`config.mk`:
```
export PLATFORM = sky130hd
export DESIGN_NAME = channel_alarm_status_bits
export DESIGN_NICKNAME = d
export VERILOG_FILES = /design/src/hw/chan_alarm_pkg.sv /design/src/hw/channel_alarm_status_bits.sv
export VERILOG_INCLUDE_DIRS = /design/src /design/src/hw
export SDC_FILE = /design/constraint.sdc
export NUM_CORES = 1
export LEC_CHECK = 0
export ABC_AREA = 1
export BUFFER_PORTS_ARGS = -buffer_cell sky130_fd_sc_hd__buf_2
export CAP_MARGIN = 40
export CELL_PAD_IN_SITES_DETAIL_PLACEMENT = 1
export CELL_PAD_IN_SITES_GLOBAL_PLACEMENT = 1
export CORE_MARGIN = 8
export CORE_UTILIZATION = 41
export CTS_BUF_LIST = sky130_fd_sc_hd__clkbuf_4 sky130_fd_sc_hd__clkbuf_8 sky130_fd_sc_hd__clkbuf_16
export DETAILED_ROUTE_END_ITERATION = 16
export PLACE_DENSITY = 0.89
export SLEW_MARGIN = 0
export SYNTH_ARGS = -nofsm -noshare
export SYNTH_HDL_FRONTEND = slang
export SYNTH_SLANG_ARGS = --single-unit
```
`constraint.sdc`:
```
create_clock -name ref_clk -period 6.57 [get_ports ref_clk]
set_input_delay 0.3285 -clock ref_clk [delete_from_list [all_inputs] [get_ports ref_clk]]
set_output_delay 0.3285 -clock ref_clk [all_outputs]
set_load 0.02 [all_outputs]
```
`src/hw/chan_alarm_regs.svh`:
```
`ifndef CHAN_ALARM_REGS_SVH
`define CHAN_ALARM_REGS_SVH

// register byte addresses
`define ADDR_STATUS 8'h00
`define ADDR_CTRL 8'h01
`define ADDR_INT_STAT 8'h02
`define ADDR_INT_MASK 8'h03

// status and interrupt bit positions
`define BIT_ANALOG 4
`define BIT_FIFO 3
`define BIT_LOL 2
`define BIT_COMB 1

// reset values
`define STATUS_RESET 8'h00
`define CTRL_RESET 8'h01
`define INT_RESET 8'h00

// digital detector
`define DLOS_ZERO_RUN 8'd160
`define DLOS_WIN 6'd32
`define DLOS_DENSITY_PCT 7'd33

// analog detector thresholds, hysteresis between them
`define AMP_DECLARE 8'h30
`define AMP_CLEAR 8'h40

// fifo limit margin in bit periods
`define FIFO_MARGIN 6'd2
`define FIFO_DEPTH_SHORT 6'd16
`define FIFO_DEPTH_LONG 6'd32

// clock compare window and limit
`define LOL_WIN 12'd1024
`define LOL_LIMIT_PPM 40'd5000

`endif

```
`src/hw/chan_alarm_pkg.sv`:
```
package chan_alarm_pkg;

  typedef enum logic [1:0] {
    RATE_E3 = 2'h0,
    RATE_DS3 = 2'h1,
    RATE_STS1 = 2'h2
  } rate_e;

  typedef struct packed {
    logic [2:0] spare;
    logic fifo_deep;
    logic ja_enable;
    logic single_reference_synth_mode;
    logic [1:0] rate;
  } ctrl_s;

  typedef enum logic {
    LOS_CLEAR = 1'b0,
    LOS_DECLARED = 1'b1
  } los_state_e;

  typedef struct packed {
    logic analog;
    logic fifo;
    logic recovered_clock_unlocked;
    logic comb;
  } alarm_s;

  typedef struct packed {
    logic [7:0] addr;
    logic [7:0] wdata;
    logic wr;
    logic rd;
  } reg_req_s;

endpackage

```
`src/hw/channel_alarm_status_bits.sv`:
```
// Operation
// - bit 4 is read-only, resets to 0 and shows the analog loss-of-signal state.
// - the analog detector declares below one amplitude level and clears above a higher one.
// - the channel loss-of-signal state is the OR of the analog and digital detectors.
// - that combined loss-of-signal state is reported in bit 1 of the status register.
// - bit 3 is read-only, resets to 0 and shows fifo within two bits of a limit.
// - the fifo alarm clears by itself once the fill leaves the two-bit margin.
// - the fifo alarm stays low while the jitter attenuator is disabled.
// - loss-of-lock is declared when recovered clock is 0.5 percent off the rate reference.
// - in single-reference mode the recovered clock is compared to the synthesized clock.
// - bit 2 is read-only, resets to 0 and shows the loss-of-lock state.
// - the digital detector declares after 160 bit periods without a pulse.
// - the digital detector clears once pulse density reaches 33 percent.
`include "chan_alarm_regs.svh"
`timescale 1ns/1ps
`default_nettype none

module channel_alarm_status_bits (
  input wire logic ref_clk, // 10 MHz system clock
  input wire logic reset, // synchronous, active high
  input wire logic [7:0] reg_addr, // register address
  input wire logic [7:0] reg_wdata, // register write data
  input wire logic reg_wr, // write strobe
  input wire logic reg_rd, // read strobe
  output logic [7:0] reg_rdata, // read data, cycle after strobe
  output logic irq, // level interrupt
  input wire logic [7:0] analog_amp, // measured pulse amplitude
  input wire logic rx_bit_en, // one pulse per received bit
  input wire logic rx_pulse, // pulse present in this bit
  input wire logic [5:0] ja_fifo_fill, // jitter attenuator fill level
  input wire logic recov_clk_toggle, // recovered clock, divided
  input wire logic e3_rate_ref_clock, // e3 reference, divided
  input wire logic ds3_rate_ref_clock, // ds3 reference, divided
  input wire logic sts1_rate_ref_clock, // sts-1 reference, divided
  input wire logic synth_line_clock // synthesized line clock, divided
);

  // functions
  function automatic logic density_ok(input logic [5:0] ones);
    logic [12:0] lhs;
    logic [12:0] rhs;
    lhs = 13'(ones) * 13'd100;
    rhs = 13'(`DLOS_DENSITY_PCT) * 13'(`DLOS_WIN);
    return lhs >= rhs;
  endfunction

  function automatic logic freq_off(input logic [11:0] cnt);
    logic [11:0] dev;
    logic [39:0] lhs;
    logic [39:0] rhs;
    dev = (cnt >= `LOL_WIN) ? cnt - `LOL_WIN : `LOL_WIN - cnt;
    lhs = 40'(dev) * 40'd1000000;
    rhs = `LOL_LIMIT_PPM * 40'(`LOL_WIN);
    return lhs >= rhs;
  endfunction

  function automatic logic [7:0] alarm_byte(input chan_alarm_pkg::alarm_s a);
    logic [7:0] b;
    b = 8'h00;
    b[`BIT_ANALOG] = a.analog;
    b[`BIT_FIFO] = a.fifo;
    b[`BIT_LOL] = a.recovered_clock_unlocked;
    b[`BIT_COMB] = a.comb;
    return b;
  endfunction

  function automatic logic wr_hit(input chan_alarm_pkg::reg_req_s r, input logic [7:0] a);
    return r.wr && r.addr == a;
  endfunction

  // declarations
  chan_alarm_pkg::reg_req_s req;
  chan_alarm_pkg::ctrl_s ctrl_ff;
  chan_alarm_pkg::alarm_s status_ff;
  chan_alarm_pkg::alarm_s prev_ff;
  chan_alarm_pkg::alarm_s nxt_status;
  chan_alarm_pkg::los_state_e analog_state_ff;
  chan_alarm_pkg::los_state_e digital_state_ff;
  logic [7:0] int_stat_ff;
  logic [7:0] int_mask_ff;
  logic [7:0] nxt_int_stat;
  logic [7:0] rise;
  logic [7:0] reg_rdata_ff;
  logic irq_ff;
  logic [4:0] sync_a_ff;
  logic [4:0] sync_b_ff;
  logic [4:0] sync_c_ff;
  logic [4:0] clk_evt;
  logic [7:0] zero_run_ff;
  logic [4:0] win_idx_ff;
  logic [5:0] win_ones_ff;
  logic [5:0] nxt_ones;
  logic [11:0] ref_cnt_ff;
  logic [11:0] recov_cnt_ff;
  logic [11:0] nxt_recov;
  logic lol_ff;
  logic ref_evt;
  logic recov_evt;
  logic [2:0] sel_key_cur;
  logic win_end;
  logic analog_los;
  logic digital_los;
  logic [2:0] sel_prev_ff;
  logic sel_change;
  logic [5:0] depth;
  logic fifo_near;

  assign req.addr = reg_addr;
  assign req.wdata = reg_wdata;
  assign req.wr = reg_wr;
  assign req.rd = reg_rd;

  // clock toggle synchronisers and edge events
  // toggles must stay slower than half the clock or two events merge
  always_ff @(posedge ref_clk) begin
    if (reset) begin
      sync_a_ff <= 5'h00;
      sync_b_ff <= 5'h00;
      sync_c_ff <= 5'h00;
    end else begin
      sync_a_ff <= {synth_line_clock, sts1_rate_ref_clock, ds3_rate_ref_clock,
                    e3_rate_ref_clock, recov_clk_toggle};
      sync_b_ff <= sync_a_ff;
      sync_c_ff <= sync_b_ff;
    end
  end

  assign clk_evt = sync_b_ff ^ sync_c_ff;
  assign recov_evt = clk_evt[0];

  // reference selection by rate or single-reference mode
  always_comb begin
    if (ctrl_ff.single_reference_synth_mode) begin
      ref_evt = clk_evt[4];
    end else begin
      unique case (ctrl_ff.rate)
        chan_alarm_pkg::RATE_E3: ref_evt = clk_evt[1];
        chan_alarm_pkg::RATE_DS3: ref_evt = clk_evt[2];
        chan_alarm_pkg::RATE_STS1: ref_evt = clk_evt[3];
        default: ref_evt = 1'b0;
      endcase
    end
  end

  assign sel_key_cur = {ctrl_ff.single_reference_synth_mode, ctrl_ff.rate};
  assign sel_change = (sel_key_cur != sel_prev_ff);

  always_ff @(posedge ref_clk) begin
    if (reset) begin
      sel_prev_ff <= 3'h0;
    end else begin
      sel_prev_ff <= sel_key_cur;
    end
  end

  // frequency compare over a window of reference events
  // a reference change restarts the window, lol keeps its last verdict
  assign win_end = ref_evt && ref_cnt_ff == `LOL_WIN - 12'd1;

  assign nxt_recov = (recov_evt && recov_cnt_ff != 12'hfff) ? recov_cnt_ff + 12'd1
                                                             : recov_cnt_ff;

  always_ff @(posedge ref_clk) begin
    if (reset || sel_change) begin
      ref_cnt_ff <= 12'h000;
      recov_cnt_ff <= 12'h000;
    end else if (win_end) begin
      ref_cnt_ff <= 12'h000;
      recov_cnt_ff <= 12'h000;
    end else begin
      ref_cnt_ff <= ref_evt ? ref_cnt_ff + 12'd1 : ref_cnt_ff;
      recov_cnt_ff <= nxt_recov;
    end
  end

  always_ff @(posedge ref_clk) begin
    if (reset) begin
      lol_ff <= 1'b0;
    end else if (win_end && !sel_change) begin
      lol_ff <= freq_off(nxt_recov);
    end
  end

  // analog detector with hysteresis
  always_ff @(posedge ref_clk) begin
    if (reset) begin
      analog_state_ff <= chan_alarm_pkg::LOS_CLEAR;
    end else begin
      unique case (analog_state_ff)
        chan_alarm_pkg::LOS_CLEAR: begin
          if (analog_amp < `AMP_DECLARE) begin
            analog_state_ff <= chan_alarm_pkg::LOS_DECLARED;
          end
        end
        chan_alarm_pkg::LOS_DECLARED: begin
          if (analog_amp > `AMP_CLEAR) begin
            analog_state_ff <= chan_alarm_pkg::LOS_CLEAR;
          end
        end
      endcase
    end
  end

  // digital detector: zero run and density window
  // free-running window index, so a clear lands on a 32-bit boundary
  always_ff @(posedge ref_clk) begin
    if (reset) begin
      zero_run_ff <= 8'h00;
    end else if (rx_bit_en) begin
      if (rx_pulse) begin
        zero_run_ff <= 8'h00;
      end else if (zero_run_ff != `DLOS_ZERO_RUN) begin
        zero_run_ff <= zero_run_ff + 8'd1;
      end
    end
  end

  assign nxt_ones = win_ones_ff + {5'h00, rx_pulse};

  always_ff @(posedge ref_clk) begin
    if (reset) begin
      win_idx_ff <= 5'h00;
      win_ones_ff <= 6'h00;
    end else if (rx_bit_en) begin
      win_idx_ff <= win_idx_ff + 5'd1;
      win_ones_ff <= (win_idx_ff == 5'h1f) ? 6'h00 : nxt_ones;
    end
  end

  always_ff @(posedge ref_clk) begin
    if (reset) begin
      digital_state_ff <= chan_alarm_pkg::LOS_CLEAR;
    end else if (rx_bit_en) begin
      unique case (digital_state_ff)
        chan_alarm_pkg::LOS_CLEAR: begin
          if (!rx_pulse && zero_run_ff == `DLOS_ZERO_RUN - 8'd1) begin
            digital_state_ff <= chan_alarm_pkg::LOS_DECLARED;
          end
        end
        chan_alarm_pkg::LOS_DECLARED: begin
          if (win_idx_ff == 5'h1f && density_ok(nxt_ones)) begin
            digital_state_ff <= chan_alarm_pkg::LOS_CLEAR;
          end
        end
      endcase
    end
  end

  // fifo limit check
  assign depth = ctrl_ff.fifo_deep ? `FIFO_DEPTH_LONG : `FIFO_DEPTH_SHORT;
  assign fifo_near = ctrl_ff.ja_enable &&
                     (ja_fifo_fill <= `FIFO_MARGIN ||
                      ja_fifo_fill >= depth - `FIFO_MARGIN);

  assign analog_los = (analog_state_ff == chan_alarm_pkg::LOS_DECLARED);
  assign digital_los = (digital_state_ff == chan_alarm_pkg::LOS_DECLARED);

  // live status, never latched
  always_comb begin
    nxt_status.analog = analog_los;
    nxt_status.fifo = fifo_near;
    nxt_status.recovered_clock_unlocked = lol_ff;
    nxt_status.comb = analog_los || digital_los;
  end

  always_ff @(posedge ref_clk) begin
    if (reset) begin
      status_ff <= 4'h0;
      prev_ff <= 4'h0;
    end else begin
      status_ff <= nxt_status;
      prev_ff <= status_ff;
    end
  end

  // control register
  always_ff @(posedge ref_clk) begin
    if (reset) begin
      ctrl_ff <= `CTRL_RESET;
    end else if (wr_hit(req, `ADDR_CTRL)) begin
      ctrl_ff <= {3'h0, req.wdata[4:0]};
    end
  end

  // interrupt status: set wins over write-one clear
  assign rise = alarm_byte(status_ff) & ~alarm_byte(prev_ff);

  always_comb begin
    nxt_int_stat = int_stat_ff;
    if (wr_hit(req, `ADDR_INT_STAT)) begin
      nxt_int_stat = int_stat_ff & ~req.wdata;
    end
    nxt_int_stat = nxt_int_stat | rise;
  end

  always_ff @(posedge ref_clk) begin
    if (reset) begin
      int_stat_ff <= `INT_RESET;
    end else begin
      int_stat_ff <= nxt_int_stat;
    end
  end

  always_ff @(posedge ref_clk) begin
    if (reset) begin
      int_mask_ff <= `INT_RESET;
    end else if (wr_hit(req, `ADDR_INT_MASK)) begin
      int_mask_ff <= req.wdata & alarm_byte(4'hf);
    end
  end

  always_ff @(posedge ref_clk) begin
    if (reset) begin
      irq_ff <= 1'b0;
    end else begin
      irq_ff <= |(nxt_int_stat & int_mask_ff);
    end
  end

  // read port; status writes fall through with no effect
  always_ff @(posedge ref_clk) begin
    if (reset) begin
      reg_rdata_ff <= 8'h00;
    end else if (req.rd) begin
      unique case (req.addr)
        `ADDR_STATUS: reg_rdata_ff <= alarm_byte(status_ff);
        `ADDR_CTRL: reg_rdata_ff <= ctrl_ff;
        `ADDR_INT_STAT: reg_rdata_ff <= int_stat_ff;
        `ADDR_INT_MASK: reg_rdata_ff <= int_mask_ff;
        default: reg_rdata_ff <= 8'h00;
      endcase
    end else begin
      reg_rdata_ff <= 8'h00;
    end
  end

  assign reg_rdata = reg_rdata_ff;
  assign irq = irq_ff;

endmodule

`default_nettype wire

```
==> flow_metrics.py <==
metrics = {
    "placed_design": {
        "dp_hpwl_um": 18000,
        "pre_cts_ws_ns": -0.0403,
        "gp_congestion": 0.854,
        "placed_cell_area_mm2": 0.00872,
        "port_buffers": 49,
    },
    "routing": {
        "vias": 7389,
        "drt_first_pass_iters": 5,
        "avgRoutedWirePerCell_um": 15.8,
        "viasPerCell": 5.11,
        "drt_iter0_drc": 298,
        "drc": 0,
        "routed_wl_um": 22800,
        "ant_nets": 0,
    },
    "run_status": {
        "outcome": "finished, final reports clean",
    },
    "yosys": {
        "synth-seq-cells": 98,
        "postSynthAreaPerCell_um2": 7.29,
        "yosysWarnings": 0,
        "syn_nets": 1302,
        "async_reset_ff_frac": 0,
        "synth.distinct_cells": 48,
        "ys_seq_area_frac": 0.243,
        "ys.flop_type": "dfxtp_1",
        "synth_area_mm2": 0.00808,
        "syn_inst": 1109,
        "synth-edff-count": 0,
    },
    "hold_path": {
        "hold_class": "in -> reg",
    },
    "sta": {
        "min_period_ns": 6.31,
        "fin_worst_skew_ns": 0.00661,
        "drv_slew": 0,
        "worst_slew_pin_slew_ns": 0.816,
        "slew_headroom": 0.451,
        "fmax_mhz": 158,
        "period_share": 0.960,
        "fin_ws_ns": 0.260,
        "hold_viol": 0,
        "totalNegativeSetupSlack_ns": 0,
        "finalSetupViolations": 0,
    },
    "cts": {
        "cts.clk_slew.worst_paths_ns": 0.07,
        "numCtsBuffers": 9,
        "ctsHoldBuffers": 0,
        "clk_path_buf_depth": 2,
        "cts.sinks": 98,
        "clkLatencyLatePin_ns": 0.35,
        "htreeDepth": 3,
        "root_buffer": "clkbuf_16",
        "cts_tree": "done",
    },
    "power": {
        "powerDensity_mw_per_mm2": 351,
        "leakage_nw": 4.60,
        "p_int_w": 0.00171,
        "switching_share": 0.469,
        "ir_drop_mv": 0.177,
        "p_seq_frac": 0.189,
        "p_sw_w": 0.00151,
        "clkPwrFrac": 0.192,
        "p_comb_frac": 0.620,
    },
    "worst_setup_path": {
        "critical_path.slowest_cell": "fa_1",
        "worst_path_dominant_cell_family": "adder cells",
        "path_buf_inv": 5,
        "crit_required_ns": 6.80,
        "critPathMaxFanout": 9,
        "cp_common_cell": "nand2_1",
        "critPathCaptureType": "register",
        "slowest_delay_ns": 0.55,
        "arrival_ns": 6.54,
        "start_kind": "register",
        "critPathKind": "reg -> reg",
    },
    "global_route": {
        "gr-total-overflow": 0,
        "grt_pass1_wl_um": 37100,
        "grt_max_degree": 48,
        "antenna_found_initial": 0,
        "grt_pass1_vias": 7872,
        "gr-usage-all-layers": 0.186,
    },
    "layout": {
        "nets": 1368,
        "register_area_mm2": 0.00196,
        "area_delta_synth_final_pct": 13.9,
        "fillCellCount": 2498,
        "drive_above_1_share": 0.108,
        "design_area_mm2": 0.00921,
        "final_common_cell": "nand2_1",
        "antenna_cells": 0,
        "multiInputGateArea_mm2": 0.00540,
        "layout_common_cells": "235 x nand2_1, 199 x inv_1, 121 x nor2_1, 110 x ha_1, 97 x dfxtp_1",
    },
    "floorplan": {
        "die_x_um": 156,
        "dieHeight_um": 156,
        "rows": 51,
        "die_area_mm2": 0.0245,
        "ios": 50,
        "coreArea_mm2": 0.0194,
        "initial_core_util": 0.417,
    },
    "flow_run": {
        "drv_cap": 0,
    },
}
cells by family (layout without fill, tap and decap cells):
logic type / count (synthesis) / after routing / synth area share
flops: 98 / 98 / 0.243
simple gates: 499 / 499 / 0.269
buf+inv: 215 / 286 / 0.101
xor+xnor: 36 / 36 / 0.0418
compound gates: 109 / 109 / 0.0769
fa+ha+maj: 152 / 152 / 0.269
worst register-to-register path: cells and delay by family, from the launching register on:
family | cells | cell delay (ns)
fa+ha+maj | 8 | 3.05
buf+inv | 5 | 0.53
flops | 1 | 0.37
simple gates | 21 | 2.20
state kept, by name (all words and copies together) (netlist names), 3 cells and up:
name and flops:
ctrl_ff 5, int_mask_ff 4, int_stat_ff 8, prev_ff 4, recov_cnt_ff 12, ref_cnt_ff 12
reg_rdata 8, sel_prev_ff 3, status_ff 4, sync_a_ff 5, sync_b_ff 5, sync_c_ff 5
win_idx_ff 5, win_ones_ff 6, zero_run_ff 8
cell type report:
class / count / share of cell area
inverters: 205 / 0.0844
flip-flops and latches: 98 / 0.213
multi-input cells: 796 / 0.587
repair buffers: 65 / 0.0419
clock inverters: 7 / 0.0132
well taps: 265 / 0.0360
clock buffers: 9 / 0.0245
power by group through the flow:
stage / sequential [W] / combinational (W) / clock, W
after floorplan: 0.000621 / 0.00133 / 0
after global placement: 0.000622 / 0.00169 / 0
after detailed placement: 0.000622 / 0.00182 / 0
after CTS: 0.000608 / 0.00183 / 0.000631
after global routing: 0.000610 / 0.00224 / 0.000652
final: 0.000609 / 0.00200 / 0.000619
per-layer routing:
metal  track usage  vias up  wire (um)  share of wire
li1              -     3657          -              -
met1         0.211     3527       9630           0.42
met2         0.338      159      11400           0.50
met3        0.0394       46       1130          0.050
met4        0.0682        0        692          0.030
met5             0        -          0              0
timing repair:
item                       4_1_cts  5_1_grt
buffers inserted                 1        4
pin swaps                        0        4
resized for setup                1       23
setup endpoints to repair        1        1
Yosys cell counts, types with 2 or more instances:
cell type,instances,share of area
nand2_2,5,0.0039
nor4_1,6,0.0046
nor3b_1,2,0.0019
buf_2,2,0.0012
a21o_1,3,0.0028
ha_1,116,0.18
xor2_2,2,0.0040
nand2_1,237,0.11
and2_1,2,0.0015
o21ai_0,31,0.019
nor2_2,2,0.0015
nor3_1,27,0.017
nand3_1,58,0.036
inv_1,201,0.093
dfxtp_1,98,0.24
nor2_1,123,0.057
o211ai_1,2,0.0019
nand2_4,4,0.0056
nand3b_1,5,0.0046
xnor2_1,15,0.016
nand4_1,17,0.013
a21oi_1,50,0.031
a31oi_1,8,0.0062
or2_2,4,0.0031
clkbuf_1,6,0.0028
buf_1,2,0.00093
a211oi_1,3,0.0028
xor2_1,18,0.020
a22oi_1,3,0.0028
fa_1,36,0.089
a21boi_0,2,0.0019
inv_2,2,0.00093
nor2_4,2,0.0028
stage by stage:
step / total power (W) / hold slack (ns) / std cells / util
6_report: 0.00323 / 0.154 / 1445 / 0.475
5_1_grt: 0.00350 / 0.172 / 1445 / 0.475
2_1_floorplan: 0.00195 / 0.388 / 1109 / -
3_3_place_gp: 0.00232 / 0.390 / 1423 / 0.448
4_1_cts: 0.00307 / 0.147 / 1441 / 0.468
3_5_place_dp: 0.00244 / 0.400 / 1424 / 0.450
final timing paths:
check | start | endpoint | depth (start not counted) | slack (ns)
setup / recovery | recov_cnt_ff[0]$_SDFF_PP0_ | lol_ff$_SDFFE_PP0P_ | 34 | 0.26
setup reg to reg | recov_cnt_ff[0]$_SDFF_PP0_ | lol_ff$_SDFFE_PP0P_ | 34 | 0.26
hold / removal | analog_amp[7] | analog_los$_SDFF_PP0_ | 2 | 0.15
hold reg to reg | sync_a_ff[1]$_SDFF_PP0_ | sync_b_ff[1]$_SDFF_PP0_ | 2 | 0.41
No activity file was read; power rests on OpenSTA's default activity.
